<file path="src/abu_pkg.sv">
// package: constants, register map and carrier types of the address breakpoint unit
// Operation
// enabled breaks raise a request when the bus address equals the breakpoint
// only program counter addresses are compared for triggering
// core loads the software interrupt opcode after the current instruction
// break vector is $FFFC/$FFFD, or $FEFC/$FEFD in monitor mode
// match on an instruction's last cycle starts the break at once
// software writing one to the active flag forces a break
// return from interrupt in the handler ends the break state
// timer counter is stopped while a break is in progress
// watchdog is disabled in a break only with high test voltage present
// flag clear enable decides if status bits clear during break
// logic runs in wait mode; wait exit by break is recorded
// software may decrement the stacked return address after a wait exit
// logic inactive in stop mode; registers keep their contents
// status bit 7 is the read/write match enable, cleared by reset
// active flag set on match, cleared by reset; software writes zero
// two byte registers hold address bits 15:8 and 7:0, reset zero
// status bits 5 to 0 read as zero and ignore writes
package abu_pkg;
   // ==========================================
   // register map, byte addresses
   localparam logic [15:0] ADDR_STATUS_CONTROL = 16'hfe0b;
   localparam logic [15:0] ADDR_BRK_HIGH = 16'hfe0c;
   localparam logic [15:0] ADDR_BRK_LOW = 16'hfe0d;
   localparam logic [15:0] ADDR_FLAG_CONTROL = 16'hfe0e;
   localparam logic [15:0] ADDR_IRQ_STATUS = 16'hfe10;
   localparam logic [15:0] ADDR_IRQ_CLEAR = 16'hfe14;
   localparam logic [15:0] ADDR_IRQ_ENABLE = 16'hfe18;
   localparam logic [15:0] ADDR_WAIT_STATUS = 16'hfe1c;
   // ==========================================
   // fields and reset values
   localparam int BIT_MATCH_ENABLE = 7;
   localparam int BIT_ACTIVE = 6;
   localparam int BIT_FLAG_CLEAR_ENABLE = 7;
   localparam logic [7:0] RESET_BYTE = 8'h00;
   localparam int IRQ_BITS = 3;
   localparam int IRQ_MATCH = 0;
   localparam int IRQ_FORCED = 1;
   localparam int IRQ_END = 2;
   localparam logic [15:0] VECTOR_USER = 16'hfffc;
   localparam logic [15:0] VECTOR_MONITOR = 16'hfefc;
   localparam logic [1:0] RESP_OKAY = 2'b00;
   localparam logic [1:0] RESP_SLVERR = 2'b10;
   // ==========================================
   // break sequencer states
   typedef enum logic [2:0] {
      ABU_IDLE = 3'b001,
      ABU_PENDING = 3'b010,
      ABU_ACTIVE = 3'b100
   } abu_state_t;
   // ==========================================
   // core-side carriers
   typedef struct packed {
      logic [15:0] address;
      logic pc_fetch;
      logic last_cycle;
      logic rti_done;
      logic wait_mode;
      logic stop_mode;
      logic monitor_mode;
      logic high_test_voltage;
   } abu_core_in_t;
   typedef struct packed {
      logic break_request;
      logic [15:0] break_vector;
      logic timer_stop;
      logic watchdog_disable;
   } abu_core_out_t;
endpackage : abu_pkg

</file>
<file path="src/abu_match.sv">
// address comparator for the breakpoint unit
`timescale 1ns/10ps
module abu_match #(
   parameter int ADDR_W = 16
) (
   input wire logic aclk,
   input wire logic aresetn,
   input wire logic [ADDR_W-1:0] address,
   input wire logic [ADDR_W-1:0] breakpoint,
   input wire logic qualify,
   output logic hit
);
   logic [ADDR_W-1:0] bit_eq;
   // ==========================================
   // per-bit compare
   for (genvar i = 0; i < ADDR_W; i++) begin : g_eq
      assign bit_eq[i] = ~(address[i] ^ breakpoint[i]);
   end
   // registered so the compare does not sit in the core's address path
   always_ff @(posedge aclk) begin
      if (!aresetn) begin
         hit <= 1'b0;
      end else begin
         hit <= qualify & (&bit_eq);
      end
   end
endmodule : abu_match

</file>
<file path="src/abu_top.sv">
// address breakpoint unit with AXI4-Lite register slave
`timescale 1ns/10ps
module abu_top (
   input wire logic aclk,
   input wire logic aresetn,
   input wire logic [15:0] s_awaddr,
   input wire logic s_awvalid,
   output logic s_awready,
   input wire logic [31:0] s_wdata,
   input wire logic [3:0] s_wstrb,
   input wire logic s_wvalid,
   output logic s_wready,
   output logic [1:0] s_bresp,
   output logic s_bvalid,
   input wire logic s_bready,
   input wire logic [15:0] s_araddr,
   input wire logic s_arvalid,
   output logic s_arready,
   output logic [31:0] s_rdata,
   output logic [1:0] s_rresp,
   output logic s_rvalid,
   input wire logic s_rready,
   input wire abu_pkg::abu_core_in_t core_in,
   output abu_pkg::abu_core_out_t core_out,
   output logic irq
);
   import abu_pkg::*;

   // ==========================================
   // state
   abu_state_t state;
   abu_state_t next_state;
   logic match_break_enable;
   logic break_active_flag;
   logic flag_clear_enable;
   logic wait_exit_indicator;
   logic [7:0] breakpoint_address_high;
   logic [7:0] breakpoint_address_low;
   logic [IRQ_BITS-1:0] irq_status;
   logic [IRQ_BITS-1:0] irq_enable;
   logic [IRQ_BITS-1:0] irq_event;
   logic [IRQ_BITS-1:0] irq_clear;
   logic raw_hit;
   logic hit;
   logic in_break;
   logic forced;
   logic break_start;
   logic break_end;

   // ==========================================
   // bus write side
   logic [15:0] aw_addr;
   logic aw_held;
   logic [31:0] w_data;
   logic [3:0] w_strb;
   logic w_held;
   logic do_write;
   logic wr_ok;
   logic [7:0] wbyte;

   // aw and w may arrive in either order; each is parked until both are held
   assign do_write = aw_held & w_held & ~s_bvalid;
   assign wbyte = w_data[7:0];
   assign wr_ok = w_strb[0];

   always_ff @(posedge aclk) begin
      if (!aresetn) begin
         aw_held <= 1'b0;
         aw_addr <= 16'h0000;
         s_awready <= 1'b0;
      end else if (s_awvalid && s_awready) begin
         aw_held <= 1'b1;
         aw_addr <= s_awaddr;
         s_awready <= 1'b0;
      end else if (do_write) begin
         aw_held <= 1'b0;
      end else begin
         s_awready <= ~aw_held & ~s_bvalid;
      end
   end

   always_ff @(posedge aclk) begin
      if (!aresetn) begin
         w_held <= 1'b0;
         w_data <= 32'h0000_0000;
         w_strb <= 4'h0;
         s_wready <= 1'b0;
      end else if (s_wvalid && s_wready) begin
         w_held <= 1'b1;
         w_data <= s_wdata;
         w_strb <= s_wstrb;
         s_wready <= 1'b0;
      end else if (do_write) begin
         w_held <= 1'b0;
      end else begin
         s_wready <= ~w_held & ~s_bvalid;
      end
   end

   always_ff @(posedge aclk) begin
      if (!aresetn) begin
         s_bvalid <= 1'b0;
         s_bresp <= RESP_OKAY;
      end else if (do_write) begin
         s_bvalid <= 1'b1;
         unique case (aw_addr)
            ADDR_STATUS_CONTROL, ADDR_BRK_HIGH, ADDR_BRK_LOW, ADDR_FLAG_CONTROL,
            ADDR_IRQ_STATUS, ADDR_IRQ_CLEAR, ADDR_IRQ_ENABLE, ADDR_WAIT_STATUS: begin
               s_bresp <= RESP_OKAY;
            end
            default: begin
               s_bresp <= RESP_SLVERR;
            end
         endcase
      end else if (s_bready) begin
         s_bvalid <= 1'b0;
      end
   end

   // ==========================================
   // registers written by software
   logic wr_sc;
   assign wr_sc = do_write && wr_ok && aw_addr == ADDR_STATUS_CONTROL;
   logic wr_flag_control;
   logic wr_irq_clear;
   logic wr_irq_enable;
   logic wr_wait_status;
   assign wr_flag_control = do_write && wr_ok && aw_addr == ADDR_FLAG_CONTROL;
   assign wr_irq_clear = do_write && wr_ok && aw_addr == ADDR_IRQ_CLEAR;
   assign wr_irq_enable = do_write && wr_ok && aw_addr == ADDR_IRQ_ENABLE;
   assign wr_wait_status = do_write && wr_ok && aw_addr == ADDR_WAIT_STATUS;

   always_ff @(posedge aclk) begin
      if (!aresetn) begin
         match_break_enable <= 1'b0;
      end else if (wr_sc) begin
         match_break_enable <= wbyte[BIT_MATCH_ENABLE];
      end
   end

   // address registers keep their value through stop mode
   always_ff @(posedge aclk) begin
      if (!aresetn) begin
         breakpoint_address_high <= RESET_BYTE;
         breakpoint_address_low <= RESET_BYTE;
      end else if (do_write && wr_ok) begin
         if (aw_addr == ADDR_BRK_HIGH) begin
            breakpoint_address_high <= wbyte;
         end
         if (aw_addr == ADDR_BRK_LOW) begin
            breakpoint_address_low <= wbyte;
         end
      end
   end

   always_ff @(posedge aclk) begin
      if (!aresetn) begin
         flag_clear_enable <= 1'b0;
      end else if (wr_flag_control) begin
         flag_clear_enable <= wbyte[BIT_FLAG_CLEAR_ENABLE];
      end
   end

   // ==========================================
   // match path
   abu_match #(
      .ADDR_W(16)
   ) u_match (
      .aclk(aclk),
      .aresetn(aresetn),
      .address(core_in.address),
      .breakpoint({breakpoint_address_high, breakpoint_address_low}),
      .qualify(match_break_enable & core_in.pc_fetch & ~core_in.stop_mode), // see R02
      .hit(raw_hit)
   );
   // a hit seen after stop entry is dropped; the compare runs one cycle late
   assign hit = raw_hit & ~core_in.stop_mode;
   // the stopped core cannot take a break, so a forced one is dropped as well
   assign forced = wr_sc & wbyte[BIT_ACTIVE] & ~core_in.stop_mode; // see R06
   assign in_break = state != ABU_IDLE;
   assign break_start = (state == ABU_IDLE) & (hit | forced);
   assign break_end = (state == ABU_ACTIVE) & core_in.rti_done;

   // active flag: set wins over a software clear in the same cycle
   always_ff @(posedge aclk) begin
      if (!aresetn) begin
         break_active_flag <= 1'b0;
      end else if (hit || forced) begin
         break_active_flag <= 1'b1; // see R15
      end else if (wr_sc && !wbyte[BIT_ACTIVE]) begin
         break_active_flag <= 1'b0;
      end
   end

   // ==========================================
   // break sequencer
   always_comb begin
      next_state = state;
      unique case (state)
         ABU_IDLE: begin
            if (hit || forced) begin
               // last-cycle match goes straight to the break
               next_state = core_in.last_cycle ? ABU_ACTIVE : ABU_PENDING;
            end
         end
         ABU_PENDING: begin
            if (core_in.last_cycle) begin
               next_state = ABU_ACTIVE;
            end
         end
         ABU_ACTIVE: begin
            if (core_in.rti_done) begin
               next_state = ABU_IDLE;
            end
         end
      endcase
   end

   always_ff @(posedge aclk) begin
      if (!aresetn) begin
         state <= ABU_IDLE;
      end else begin
         state <= next_state;
      end
   end

   // the vector tracks the mode every cycle, so it is settled before the core fetches it
   always_ff @(posedge aclk) begin
      if (!aresetn) begin
         core_out <= '0;
      end else begin
         core_out.break_request <= next_state != ABU_IDLE;
         core_out.break_vector <= core_in.monitor_mode ? VECTOR_MONITOR : VECTOR_USER;
         core_out.timer_stop <= next_state == ABU_ACTIVE;
         core_out.watchdog_disable <= (next_state == ABU_ACTIVE) & core_in.high_test_voltage;
      end
   end

   // wait exit through a break is remembered until software clears it
   always_ff @(posedge aclk) begin
      if (!aresetn) begin
         wait_exit_indicator <= 1'b0;
      end else if (break_start && core_in.wait_mode) begin
         wait_exit_indicator <= 1'b1;
      end else if (wr_wait_status && !wbyte[0]) begin
         wait_exit_indicator <= 1'b0;
      end
   end

   // ==========================================
   // interrupt status
   // match and forced events are taken only from idle, so a hit inside a break raises no new status
   assign irq_event[IRQ_MATCH] = hit & (state == ABU_IDLE);
   assign irq_event[IRQ_FORCED] = forced & (state == ABU_IDLE);
   assign irq_event[IRQ_END] = break_end;
   // status clears are blocked during a break unless enabled
   assign irq_clear = (wr_irq_clear && (!in_break || flag_clear_enable)) ? wbyte[IRQ_BITS-1:0] : '0;

   always_ff @(posedge aclk) begin
      if (!aresetn) begin
         irq_status <= '0;
      end else begin
         irq_status <= irq_event | (irq_status & ~irq_clear);
      end
   end

   always_ff @(posedge aclk) begin
      if (!aresetn) begin
         irq_enable <= '0;
      end else if (wr_irq_enable) begin
         irq_enable <= wbyte[IRQ_BITS-1:0];
      end
   end

   always_ff @(posedge aclk) begin
      if (!aresetn) begin
         irq <= 1'b0;
      end else begin
         irq <= |((irq_event | (irq_status & ~irq_clear)) & irq_enable);
      end
   end

   // ==========================================
   // bus read side
   logic [7:0] rbyte;
   logic rd_known;
   always_comb begin
      // unimplemented bits and the write-only clear read back as zero
      rbyte = 8'h00;
      rd_known = 1'b1;
      unique case (s_araddr)
         ADDR_STATUS_CONTROL: begin
            rbyte[BIT_MATCH_ENABLE] = match_break_enable;
            rbyte[BIT_ACTIVE] = break_active_flag;
         end
         ADDR_BRK_HIGH: begin
            rbyte = breakpoint_address_high;
         end
         ADDR_BRK_LOW: begin
            rbyte = breakpoint_address_low;
         end
         ADDR_FLAG_CONTROL: begin
            rbyte[BIT_FLAG_CLEAR_ENABLE] = flag_clear_enable;
         end
         ADDR_IRQ_STATUS: begin
            rbyte[IRQ_BITS-1:0] = irq_status;
         end
         ADDR_IRQ_CLEAR: begin
            rbyte = 8'h00;
         end
         ADDR_IRQ_ENABLE: begin
            rbyte[IRQ_BITS-1:0] = irq_enable;
         end
         ADDR_WAIT_STATUS: begin
            rbyte[0] = wait_exit_indicator;
         end
         default: begin
            rd_known = 1'b0;
         end
      endcase
   end

   always_ff @(posedge aclk) begin
      if (!aresetn) begin
         s_arready <= 1'b0;
         s_rvalid <= 1'b0;
         s_rdata <= 32'h0000_0000;
         s_rresp <= RESP_OKAY;
      end else if (s_arvalid && s_arready) begin
         s_arready <= 1'b0;
         s_rvalid <= 1'b1;
         s_rdata <= {24'h00_0000, rbyte};
         s_rresp <= rd_known ? RESP_OKAY : RESP_SLVERR;
      end else if (s_rvalid) begin
         if (s_rready) begin
            s_rvalid <= 1'b0;
         end
      end else begin
         s_arready <= 1'b1;
      end
   end
endmodule : abu_top

</file>
<file path="config.mk">
export PLATFORM = sky130hd
export DESIGN_NAME = abu_top
export DESIGN_NICKNAME = d
export VERILOG_FILES = /design/src/abu_pkg.sv /design/src/abu_match.sv /design/src/abu_top.sv
export SDC_FILE = /design/constraint.sdc
export NUM_CORES = 1
export LEC_CHECK = 0
export BUFFER_PORTS_ARGS = -buffer_cell sky130_fd_sc_hd__buf_4
export CAP_MARGIN = 20
export CORE_UTILIZATION = 32
export CTS_CLUSTER_SIZE = 8
export DETAILED_ROUTE_END_ITERATION = 8
export MAX_ROUTING_LAYER = met4
export PLACE_DENSITY_LB_ADDON = 0.3
export SETUP_SLACK_MARGIN = 0.05
export SYNTH_ARGS = -nofsm -noshare
export SYNTH_HDL_FRONTEND = slang
export SYNTH_SLANG_ARGS = --single-unit
export TNS_END_PERCENT = 20
</file>
<file path="constraint.sdc">
create_clock -name aclk -period 4.7 [get_ports aclk]
set_input_delay 0.94 -clock aclk [delete_from_list [all_inputs] [get_ports aclk]]
set_output_delay 0.94 -clock aclk [all_outputs]
set_load 0.05 [all_outputs]
</file>
; ---- Word-level counts from Yosys, hierarchy flattened
; Cells that the tools add are included.
[op_classes]
n_eq_ne = 22
muxes = 27
n_reduce_logical = 32
n_bitwise = 57
[op_table]
columns = cell, count
row1 = 16-bit equality test (second input constant), 16
row2 = 1-bit inverter, 21
row3 = 16-bit AND reduction, 1
row4 = 8-bit OR reduction, 2
row5 = 1-bit XOR, 16
row6 = 1-bit AND, 15
row7 = 3-bit two-way mux, 5
row8 = 1-bit logical AND, 13
row9 = 1-bit two-way mux, 13
row10 = 2-bit nonzero test, 5
row11 = 9-bit two-way mux, 1
row12 = 3-bit one-hot mux with 3 select lines, 1
row13 = 2-bit one-hot mux with 4 select lines, 1
row14 = 3-bit AND, 2
row15 = 3-bit equality test (second input constant), 2
row16 = 3-bit by 1-bit inequality test with 1-bit output (second input constant), 2
row17 = 3-bit one-hot mux with 2 select lines, 1
row18 = 2-bit OR reduction, 3
row19 = 1-bit one-hot mux with 5 select lines, 1
row20 = 2-bit two-way mux, 2
row21 = 1-bit one-hot mux with 4 select lines, 1
row22 = 2-bit AND reduction, 2
row23 = 3-bit by 1-bit equality test with 1-bit output (second input constant), 1
row24 = 3-bit by 2-bit equality test with 1-bit output (second input constant), 1
row25 = 7 further kinds, 10
[word_totals]
in_bits = 98
ff_bits = 94
out_inout_bits = 61
elab_cells = 166

; ---- Depth between registers and ports, before layout
; Gate-level depths: netlist of run 1.
[logic_depth]
ltp_word = 11
ltp_mapped = 6
depth_no_buf = 5

; ---- Modules after synthesis
; A second synthesis of run 1 with hierarchy kept.
[unflattened]
cells_unflattened = 463
area_unflattened_um2 = 3992.6
[modules_own_cells]
columns = mod, seq_area_each_um2, area_each_um2, n_inst, cells_each
row1 = abu_top, 1541.5, 3788.6, 1, 440
row2 = abu_match, 20.0, 203.9, 1, 23

; ---- Worst setup path after synthesis of run 1
; No wires, ideal clock.
[synth_timing]
path_type = input to register
from = in core_in[2] in the netlist's numbering
to = reg core_out[0] in the netlist's numbering
required_ns = 4.588
arrival_time_ns = 2.297
path_slack_ns = 2.291
setup_ns = 0.112
path_buffers = 0
cell_stages = 5
path_cell_list = nor4bb_1 -> nand4_1 -> nor2_1 -> mux2_2 -> a2111oi_1
[synth_via]
elab_chain_cells = 7
word_cells_on_any_way = 8
cone_classes = 1 x eq/ne / 2 x mux / 4 x bitwise / 1 x reduce/logical
[synth_rtl]
columns = element, line
row1 = start: declaration, abu_top.sv:23  ; input wire abu_pkg::abu_core_in_t core_in,
row2 = 1-bit inverter (*), "abu_top.sv:177, abu_top.sv:179"
row3 = 1-bit AND (on tied branches), "abu_top.sv:177, abu_top.sv:179"
row4 = 1-bit logical OR (*), abu_top.sv:201  ; if (hit || forced) begin
row5 = 3-bit two-way mux (*), abu_top.sv:201
row6 = 3-bit one-hot mux with 3 select lines (*), abu_top.sv:199  ; unique case (state)
row7 = 3-bit equality test (*), abu_top.sv:235  ; core_out.watchdog_disable <= (next_state == ABU_ACTIVE) & core_in.high_test_voltage;
row8 = 1-bit AND (*), abu_top.sv:235
row9 = end: declaration, abu_top.sv:24  ; output abu_pkg::abu_core_out_t core_out,
; Mark *: on every way between the ends. The rest lies on a longest branch, timed or not.
; A chain may end at the register's enable or synchronous reset.

; ---- Worst setup path after layout of run 1
[layout_timing]
from = in s_araddr[5]
to = reg s_rdata[1]
[layout_via]
elab_chain_cells = 2
word_cells_on_any_way = 5
cone_classes = 4 x eq/ne / 1 x mux
[layout_rtl]
columns = element, line
row1 = start: declaration, abu_top.sv:16  ; input wire logic [15:0] s_araddr,
row2 = 16-bit equality test, abu_top.sv:291  ; unique case (s_araddr)
row3 = 2-bit one-hot mux with 4 select lines (*), abu_top.sv:291
row4 = end signal: assignment, abu_top.sv:332  ; s_rdata <= {24'h00_0000, rbyte};
row5 = end: declaration, abu_top.sv:19  ; output logic [31:0] s_rdata,
; Marked as above.

==> impl_results.md, run 1 <==
- Crit start category: primary input
- Crit-path max FO: 6
- Register area share after synthesis: 40.94%
- Total die area: 0.01236 sq mm
- Crit path max-delay family: simple AND/OR/NAND/NOR gates
- Setup Skew: 0.009290 ns
- Core Region: 0.01152 sq mm
- RSZ-0062 raised after global routing: no
- DP Wirelength: 7041 um
- Worst Path Buf+Inv: 1
- Maxcap violations: 0
- Routed len/inst: ~14 um
- Async SR Flop Fraction: 0%
- Die X: 111.2 um
- First-pass GRT wire length: approximately 15000 um
- Nets: 638
- Post-DP Area: 0.004502 sq mm
- WP data required: 4.97 ns
- R2r setup slk: between 2 and 2.5 ns
- Starting DRC count in detailed routing: 164
- Critical path class: in -> reg
- Residual DRC count: 22
- M3 GR Usage: 3.335%
- DRT Pass-1 Iters: 9
- Layer with the highest usage: met2
- Violations in the final reports: design-rule violations
- Crit path cell chain: buf_4 -> nor4b_1 -> nand4_1 -> nor3_1 -> a22oi_1 -> a21oi_1
- Share of cells above drive strength 1: roughly a quarter
- Final GP Congestion: 0.8561
- Power Density: 350.6 mW/mm^2
- Antenna Cells: 0
- Die Y: 111.2 um
- Tot Pwr: 0.001692 W
- Hold Vio Cnt, Final: 0
- Worst Hold Class: reg -> reg
- Post-route antenna net violation count: 0
- CTS root buf: clkbuf_16
- Period utilization: 53.98%
- CTS tree: done
- Setup tns final: 0 ns
- Via count: 3346
- Slew @ Worst Pin: between 1 and 1.5 ns
- Vias in the first global route: 3174
- Syn_area_per_cell: 8.400 sq um
- M2 GR Usage: 25.21%
- Synth-to-Final Area Change: 26.54%
- Synth unique cells: 58
- Starting Density: roughly a third
- GRT met1 Usage: between 15 and 20%
- Worst-path clk slew: 0.06 ns
- Post-layout min period: approximately 2.5 ns
- Outcome: finished, violations left
- Worst skew pair latency: roughly 0.34 ns
- Ys Warns: 0
- Worst Setup End Kind: flop
- H-tree depth: 3
- Leakage: between 1.5 and 2 nW
- Worst VDD drop: 0.1498 mV
- CTS-repair resized insts: 0
- Largest net degree at the start of global routing: 63
- I/O Buffers: approximately 100
- Hold slack: 0.4492 ns
- Total Routed Length: 9493 um
- # Post-CTS Setup Buffers: 0
- Initial antenna violation count: 0
- Post-route cell area: 0.004826 sq mm
- Worst EP arrival: 2.81 ns
- Cell count after synthesis: 454
- Inserted Clock Buffers: 9
- Filler cells: 1168
- FF+latch count, synth: 78
- I/O pin cnt: 159
- Clock sinks: 78
- Crit path largest cell delay: 0.71 ns
- Gr ovfl total: 0
- CTS Hold Bufs: 0
- Achievable frequency: just under 400 MHz
- Final setup violation count: 0
- Slowest CP cell: nor3_1
- Post-Syn Area: 0.003814 sq mm
- CTS Buffer Depth: 2
- Vias per Instance: 4.870
- Number of flops mapped to enable cells by yosys: 0
- # rows: 39
- Max-slew violations: 0
- Synth Flop Type: dfxtp_1
- Worst rel slew slack: 30.68%
- Gr usage total: around 16%
==> sequential cells by signal, indices dropped and copies added, names as in the netlist, 5 cells and up <==
signal                   cells
aw_addr                     16
breakpoint_address_high      8
breakpoint_address_low       8
s_rdata                      8
w_data                       8
core_out                     5
==> layout by cell type (no fill, tap or decap), types with 5 or more instances in the layout <==
| cell | instances |
|---|---|
| a21oi_1 | 44 |
| buf_4 | 103 |
| clkbuf_16 | 9 |
| conb_1 | 28 |
| dfxtp_1 | 78 |
| inv_1 | 14 |
| mux2i_1 | 23 |
| nand2_1 | 71 |
| nand3_1 | 7 |
| nor2_1 | 37 |
| nor2b_1 | 8 |
| nor3_1 | 6 |
| o21ai_0 | 25 |
| xnor2_1 | 5 |
| xor2_1 | 12 |
==> cell families after synthesis <==
logic type | count (synthesis) | share of synthesized area, %
buf+inv | 70 | 11.06
other cells | 1 | 0.09833
compound gates | 99 | 15.55
simple gates | 164 | 21.82
xor+xnor | 17 | 3.904
flops | 78 | 40.94
mux | 25 | 6.627
==> area by class of cell <==
type | count | area, sq um | share of cell area [%]
timing repair buffer | 103 | 773.2 | 16.02
clock inverter | 3 | 67.56 | 1.400
tap | 143 | 178.9 | 3.708
multi-input combinational | 333 | 1932 | 40.03
clock buffer | 12 | 256.5 | 5.315
inverter | 15 | 56.30 | 1.167
sequential | 78 | 1562 | 32.36
==> tightest hold or removal path, stage by stage, from the launching register on <==
cell     delay (ns)
dfxtp_1        0.30
nand2_1        0.05
a21oi_1        0.05
==> metal layers <==
layer  vias to the layer above  part of all wire [%]  wire length (um)
li1                       1676                     -                 -
met1                      1524                    44              4132
met2                       123                    48              4575
met3                        23                   5.6               529
met4                         0                   2.7               256
met5                         -                     0                 0
==> metrics by stage <==
stage               cells  utilization [%]  setup slack, ns
finish                687            41.91            2.163
global route          687            41.91            2.015
CTS                   687            41.91            2.207
detailed placement    672            39.09            1.865
global placement      672            39.09            1.922
floorplan             481                -            2.291
==> power by group <==
group / leakage (nW) / internal, W / switching (W)
registers: 0.634 / 0.000682 / 0.0000204
clock network: 0.155 / 0.000491 / 0.000258
logic: 1.18 / 0.0000776 / 0.000162
total: 1.97 / 0.00125 / 0.000441
==> cell usage after synthesis (all sizes together) (3+ instances only) <==
master	number	area, sq um
a211oi	3	22.52
a21oi	44	220.2
a221oi	3	26.28
a22oi	3	22.52
and2	3	18.77
and3b	3	26.28
buf	43	320.3
clkbuf	12	45.04
dfxtp	78	1562
inv	15	56.30
mux2i	23	230.2
nand2	72	277.8
nand2b	3	18.77
nand3	7	35.03
nand4	4	25.02
nor2	37	138.9
nor2b	8	50.05
nor3	8	56.31
nor4	6	67.56
o21ai	25	125.1
or3	4	25.02
xnor2	5	43.79
xor2	12	105.1
==> worst paths after layout <==
kind / startpoint / endpoint / depth (start not counted)
hold / removal: aw_addr[8] / aw_addr[8] / 2
setup reg to reg: aw_addr[5] / core_out[0] / 5
hold reg to reg: aw_addr[8] / aw_addr[8] / 2
setup / recovery: s_araddr[5] / s_rdata[1] / 6
(Power assumes the default switching activity.)
==> run 2, diff against run 1 <==
clock period = 2.28 ns   (was 4.7 ns; I/O delays follow)
==> impl_results.md, run 2 (same netlist as run 1, synthesis figures left out) <==
- Initial antenna violation count: 0 (unchanged)
- DRT Pass-1 Iters: 7 (-2)
- I/O pin cnt: 159 (unchanged)
- Gr ovfl total: 0 (unchanged)
- Power Density: 692.8 mW/mm^2 (+98%)
- WP data required: 2.49 ns (-2.48 ns)
- R2R cell count: 6 (+1)
- Pint: 0.002421 W (+94%)
- Max-slew violations: 0 (unchanged)
- Worst VDD drop: 0.5171 mV (+250%)
- CTS tree: done
- Most frequent cells in the layout: buf_4 (113), dfxtp_1 (78), nand2_1 (71), a21oi_1 (44), nor2_1 (37)
- Critical path class: reg -> reg
- Starting DRC count in detailed routing: 182 (+11%)
- Total die area: 0.01236 sq mm (unchanged)
- RSZ-0062 raised after global routing: no
- First-pass GRT wire length: 15340 um (-0.49%)
- Worst rel slew slack: 61.06% (+30 points)
- Achievable frequency: 502.6 MHz
- Vias per Instance: 4.867 (about the same)
- Commonest non-fill, non-tap cell in the layout: buf_4
- Antenna Cells: 0 (unchanged)
- Largest Register: aw_addr
- Slew @ Worst Pin: 0.5821 ns (-0.4561 ns)
- Vias in the first global route: 3179 (+0.16%)
- Violations in the final reports: design-rule violations
- Setup tns final: 0 ns (unchanged)
- Max FFs per register: 16 (unchanged)
- Switching power share of the total: 28.32% (+2.3 points)
- Crit-path max FO: 11 (+5)
- WHS Path Cells: 2 (unchanged)
- Gr usage total: 15.99% (-0.080 points)
- Crit start category: flop
- R2r setup slk: 0.29 ns (-1.92 ns)
- Sequential fraction of design power: 42.8% (+1.3 points)
- Die Y: 111.2 um (unchanged)
- Worst Hold Class: in -> reg
- Clock sinks: 78 (unchanged)
- Final setup violation count: 0 (unchanged)
- Total Routed Length: 9481 um (-0.13%)
- Post-placement cell count: 682 (+1.5%)
- Worst EP arrival: 2.19 ns (-0.62 ns)
- Share of cells above drive strength 1: 25.23% (+1.7 points)
- CTS-repair resized insts: 0 (unchanged)
- Clk network pwr share: 42.4% (-1.9 points)
- Worst Setup End Kind: flop
- Hold path endpoint: core_out[10]
- Inserted Clock Buffers: 9 (unchanged)
- Post-route antenna net violation count: 0 (unchanged)
- Maxcap violations: 0 (unchanged)
- CTS root buf: clkbuf_16
- Slowest CP cell: or3_1
- CTS Hold Bufs: 0 (unchanged)
- Core Region: 0.01152 sq mm (unchanged)
- Largest net degree at the start of global routing: 34 (-46%)
- Crit path largest cell delay: 0.40 ns (-0.31 ns)
- Crit path cell chain: nor4b_2 -> nand4b_2 -> buf_4 -> or3_1 -> a222oi_1 -> o22ai_1
- # rows: 39 (unchanged)
- Synth-to-Final Area Change: 27.85%
- Nets: 648 (+1.6%)
- Reg-to-reg endpoint: irq
- Setup Skew: 0.003563 ns (-0.005727 ns)
- Fin cells: 698 (+1.6%)
- Hold Crit Start: core_in[1]
- Logic pwr share: 14.8% (+0.6 points)
- FF-to-FF Start: aw_addr[5]
- Routed len/inst: 13.58 um (-1.7%)
- Residual DRC count: 25 (+14%)
- I/O Buffers: 103 (unchanged)
- Worst-path clk slew: 0.06 ns (about the same)
- DP Wirelength: 7229 um (+2.7%)
- Leakage: 2.007 nW (+2.1%)
- Period utilization: 87.26%
- Final GP Congestion: 0.8602 (+0.48%)
- Post-layout min period: 1.989 ns
- Die X: 111.2 um (unchanged)
- Psw: 0.0009566 W (+120%)
- CTS Buffer Depth: 2 (unchanged)
- Outcome: finished, violations left
- Worst skew pair latency: 0.33 ns (about the same)
- Hold Vio Cnt, Final: 0 (unchanged)
- H-tree depth: 3 (unchanged)
- Starting Density: 33.12% (unchanged)
- Via count: 3397 (+1.5%)
- # Post-CTS Setup Buffers: 0 (unchanged)
-- run 2: metrics by stage --
| stage | instance area, sq um | total power, W | utilization [%] | setup slack (ns) | hold WS [ns] |
|---|---|---|---|---|---|
| 2_1_floorplan | 3915 | 0.001839 | - | 0.1694 | 0.4314 |
| 6_report | 4876 | 0.003378 | 42.34 | 0.2905 | 0.2693 |
| 4_1_cts | 4876 | 0.003413 | 42.34 | 0.2634 | 0.2692 |
| 3_5_place_dp | 4577 | 0.001977 | 39.74 | 0.1798 | 0.4441 |
| 5_1_grt | 4876 | 0.003501 | 42.34 | 0.1414 | 0.2621 |
| 3_3_place_gp | 4577 | 0.001972 | 39.74 | 0.2231 | 0.4411 |
-- run 2: final cells by class --
| type | instances | area [sq um] |
|---|---|---|
| Tap cell | 143 | 178.9 |
| Clock inverter | 7 | 73.82 |
| Clock buffer | 9 | 225.2 |
| Fill cell | 1158 | 6640 |
| Timing Repair Buffer | 113 | 848.3 |
| Multi-Input combinational cell | 333 | 1932 |
| Sequential cell | 78 | 1562 |
| Inverter | 15 | 56.30 |
-- run 2: worst max-delay path by stage --
stage,start,to
finish,aw_addr[5],irq
global route,aw_addr[3],core_out[0]
CTS,aw_addr[5],irq
detailed placement,core_in[2],core_out[0]
global placement,core_in[2],core_out[0]
floorplan,s_bvalid,core_out[0]
-- run 2: routing by layer --
metal	share of wire [%]	vias to the layer above	routed length, um	GRT usage [%]
met1	43	1565	4036	18.87
met4	1.5	0	142	5.495
met2	50	118	4733	27.04
met5	0	-	0	-
met3	6.0	11	568	3.226
li1	-	1703	-	-
-- run 2: power by group through the flow --
stage | Clock (W) | Combinational [W] | Sequential (W)
6_report | 0.00143 | 0.000501 | 0.00144
3_5_place_dp | 0 | 0.000502 | 0.00148
3_3_place_gp | 0 | 0.000498 | 0.00147
4_1_cts | 0.00147 | 0.000502 | 0.00145
2_1_floorplan | 0 | 0.000312 | 0.00153
5_1_grt | 0.00152 | 0.000533 | 0.00145
-- run 2: critical path, delay by kind of cell, from the launching register on --
family | cells | cell delay [ns]
flip-flops | 1 | 0.32
buffers and inverters | 1 | 0.22
AND/OR/NAND/NOR | 3 | 0.85
AO/OA/AOI/OAI | 2 | 0.47
==> run 3, diff against run 2 <==
CTS_BUF_LIST = sky130_fd_sc_hd__clkbuf_8   (was unset)
==> impl_results.md, run 3 (same netlist as run 1, synthesis figures left out) <==
- Outcome: finished, violations left
- Violations in the final reports: design-rule violations
- RSZ-0062 raised after global routing: no
- Gr usage total: 15.81% (-0.18 points)
- CTS root buf: clkbuf_8
- I/O Buffers: 103 (unchanged)
- Post-placement cell count: 682 (unchanged)
- Post-layout min period: 2.006 ns (+0.01625 ns)
- Inserted Clock Buffers: 9 (unchanged)
- Vias per Instance: 4.814 (-1.1%)
- Leakage: 1.961 nW (-2.3%)
- CTS Buffer Depth: 2 (unchanged)
- Crit start category: flop
- Routed len/inst: 13.71 um (+0.94%)
- Crit path max-delay family: simple AND/OR/NAND/NOR gates
- Hold Vio Cnt, Final: 0 (unchanged)
- Post-route antenna net violation count: 0 (unchanged)
- Crit path cell chain: nor4b_2 -> nand4b_2 -> buf_4 -> or3_1 -> a222oi_1 -> o22ai_1
- Fin cells: 698 (unchanged)
- Vias in the first global route: 3164 (-0.47%)
- Final GP Congestion: 0.8602 (unchanged)
- Setup WS post-layout: 0.2743 ns (-0.01625 ns)
- Worst-path clk slew: 0.08 ns (+0.02 ns)
- Achievable frequency: 498.6 MHz (-0.81%)
- Logic pwr share: 16.8% (+2.0 points)
- Share of cells above drive strength 1: 25.23% (unchanged)
- Max-slew violations: 0 (unchanged)
- Met1 WL: 4263 um (+5.6%)
- Core Region: 0.01152 sq mm (unchanged)
- Gr ovfl total: 0 (unchanged)
- Max FFs per register: 16 (unchanged)
- Antenna Cells: 0 (unchanged)
- Worst skew pair latency: 0.35 ns (+0.02 ns)
- Total Routed Length: 9570 um (+0.94%)
- Worst Setup End Kind: flop
- Slew @ Worst Pin: 0.5730 ns (-0.009107 ns)
- DP Wirelength: 7229 um (unchanged)
- CTS Hold Bufs: 0 (unchanged)
- Met2 Wirelength: 4626 um (-2.3%)
- WP data required: 2.51 ns (+0.02 ns)
- First-pass GRT wire length: 15230 um (-0.72%)
- Place WS: 0.1798 ns (unchanged)
- Starting Density: 33.12% (unchanged)
- Slowest CP cell: or3_1
- H-tree depth: 3 (unchanged)
- Worst Hold Class: in -> reg
- Maxcap violations: 0 (unchanged)
- DRT Pass-1 Iters: 7 (unchanged)
- Critical path class: reg -> reg
- Tot Pwr: 0.002991 W (-11%)
- Largest Register: aw_addr
- # rows: 39 (unchanged)
- Post-DP Area: 0.004577 sq mm (unchanged)
- Via count: 3360 (-1.1%)
- Residual DRC count: 25 (unchanged)
- Crit path largest cell delay: 0.40 ns (about the same)
- Starting DRC count in detailed routing: 156 (-14%)
- Met3 wire len: 546 um (-3.9%)
- Sequential fraction of design power: 48.3% (+5.5 points)
- Psw: 0.0009130 W (-4.6%)
- Initial antenna violation count: 0 (unchanged)
- Synth-to-Final Area Change: 25.20%
- Period utilization: 87.97% (+0.71 points)
- CTS-repair resized insts: 0 (unchanged)
- Total die area: 0.01236 sq mm (unchanged)
- Die X: 111.2 um (unchanged)
- Worst rel slew slack: 61.67% (+0.61 points)
- CTS tree: done
- Most frequent cells in the layout: buf_4 (113), dfxtp_1 (78), nand2_1 (71), a21oi_1 (44), nor2_1 (37)
- Setup tns final: 0 ns (unchanged)
- Pint: 0.002078 W (-14%)
- Power Density: 626.3 mW/mm^2 (-9.6%)
- # Post-CTS Setup Buffers: 0 (unchanged)
- Post-route cell area: 0.004775 sq mm (-2.1%)
- Clk network pwr share: 35.0% (-7.4 points)
- Clock sinks: 78 (unchanged)
- Worst EP arrival: 2.23 ns (+0.04 ns)
- Die Y: 111.2 um (unchanged)
- I/O pin cnt: 159 (unchanged)
- Commonest non-fill, non-tap cell in the layout: buf_4
- Crit-path max FO: 11 (unchanged)
- Worst Path Buf+Inv: 1 (unchanged)
- Nets: 648 (unchanged)
- Largest net degree at the start of global routing: 34 (unchanged)
- Final setup violation count: 0 (unchanged)
- Worst VDD drop: 0.4294 mV (-17%)
- Switching power share of the total: 30.53% (+2.2 points)
- Highest routed layer: met4
- Setup Skew: 0.005617 ns (+0.002054 ns)
[run 3: cell types whose count changed in the layout (fill, tap and decap cells not counted)]
cell	change
clkbuf_8	+9
clkbuf_16	-9
[run 3: cell type report]
| cell class | instances | area (sq um) |
|---|---|---|
| Sequential cell | 78 | 1562 |
| Clock buffer | 9 | 123.9 |
| Tap cell | 143 | 178.9 |
| Clock inverter | 7 | 73.82 |
| Multi-Input combinational cell | 333 | 1932 |
| Inverter | 15 | 56.30 |
| Fill cell | 1170 | 6741 |
| Timing Repair Buffer | 113 | 848.3 |
[run 3: routing by layer]
metal / GRT usage [%] / vias to the layer above
met4: 4.775 / 0
met2: 26.46 / 109
met5: - / -
li1: - / 1698
met1: 18.66 / 1542
met3: 3.937 / 11
[run 3: power groups by stage]
stage	Combinational [W]	Sequential [W]	Clock, W
final	0.000502	0.00144	0.00105
after global routing	0.000533	0.00145	0.00113
after CTS	0.000502	0.00144	0.00107
after detailed placement	0.000502	0.00148	0
after global placement	0.000498	0.00147	0
after floorplan	0.000312	0.00153	0
[run 3: through the flow]
step / hold slack [ns] / utilization [%]
final: 0.2504 / 41.46
after global routing: 0.2365 / 41.46
after CTS: 0.2440 / 41.46
after detailed placement: 0.4441 / 39.74
after global placement: 0.4411 / 39.74
after floorplan: 0.4314 / -
[run 3: path summary, 6_finish.rpt]
path / start / to / slack (ns) / depth (start not counted)
worst min-delay path: core_in[1] / core_out[10] / 0.25 / 2
worst max-delay path: aw_addr[5] / irq / 0.27 / 6
worst max register to register: aw_addr[5] / irq / 0.27 / 6
worst min register to register: aw_addr[12] / aw_addr[12] / 0.46 / 2
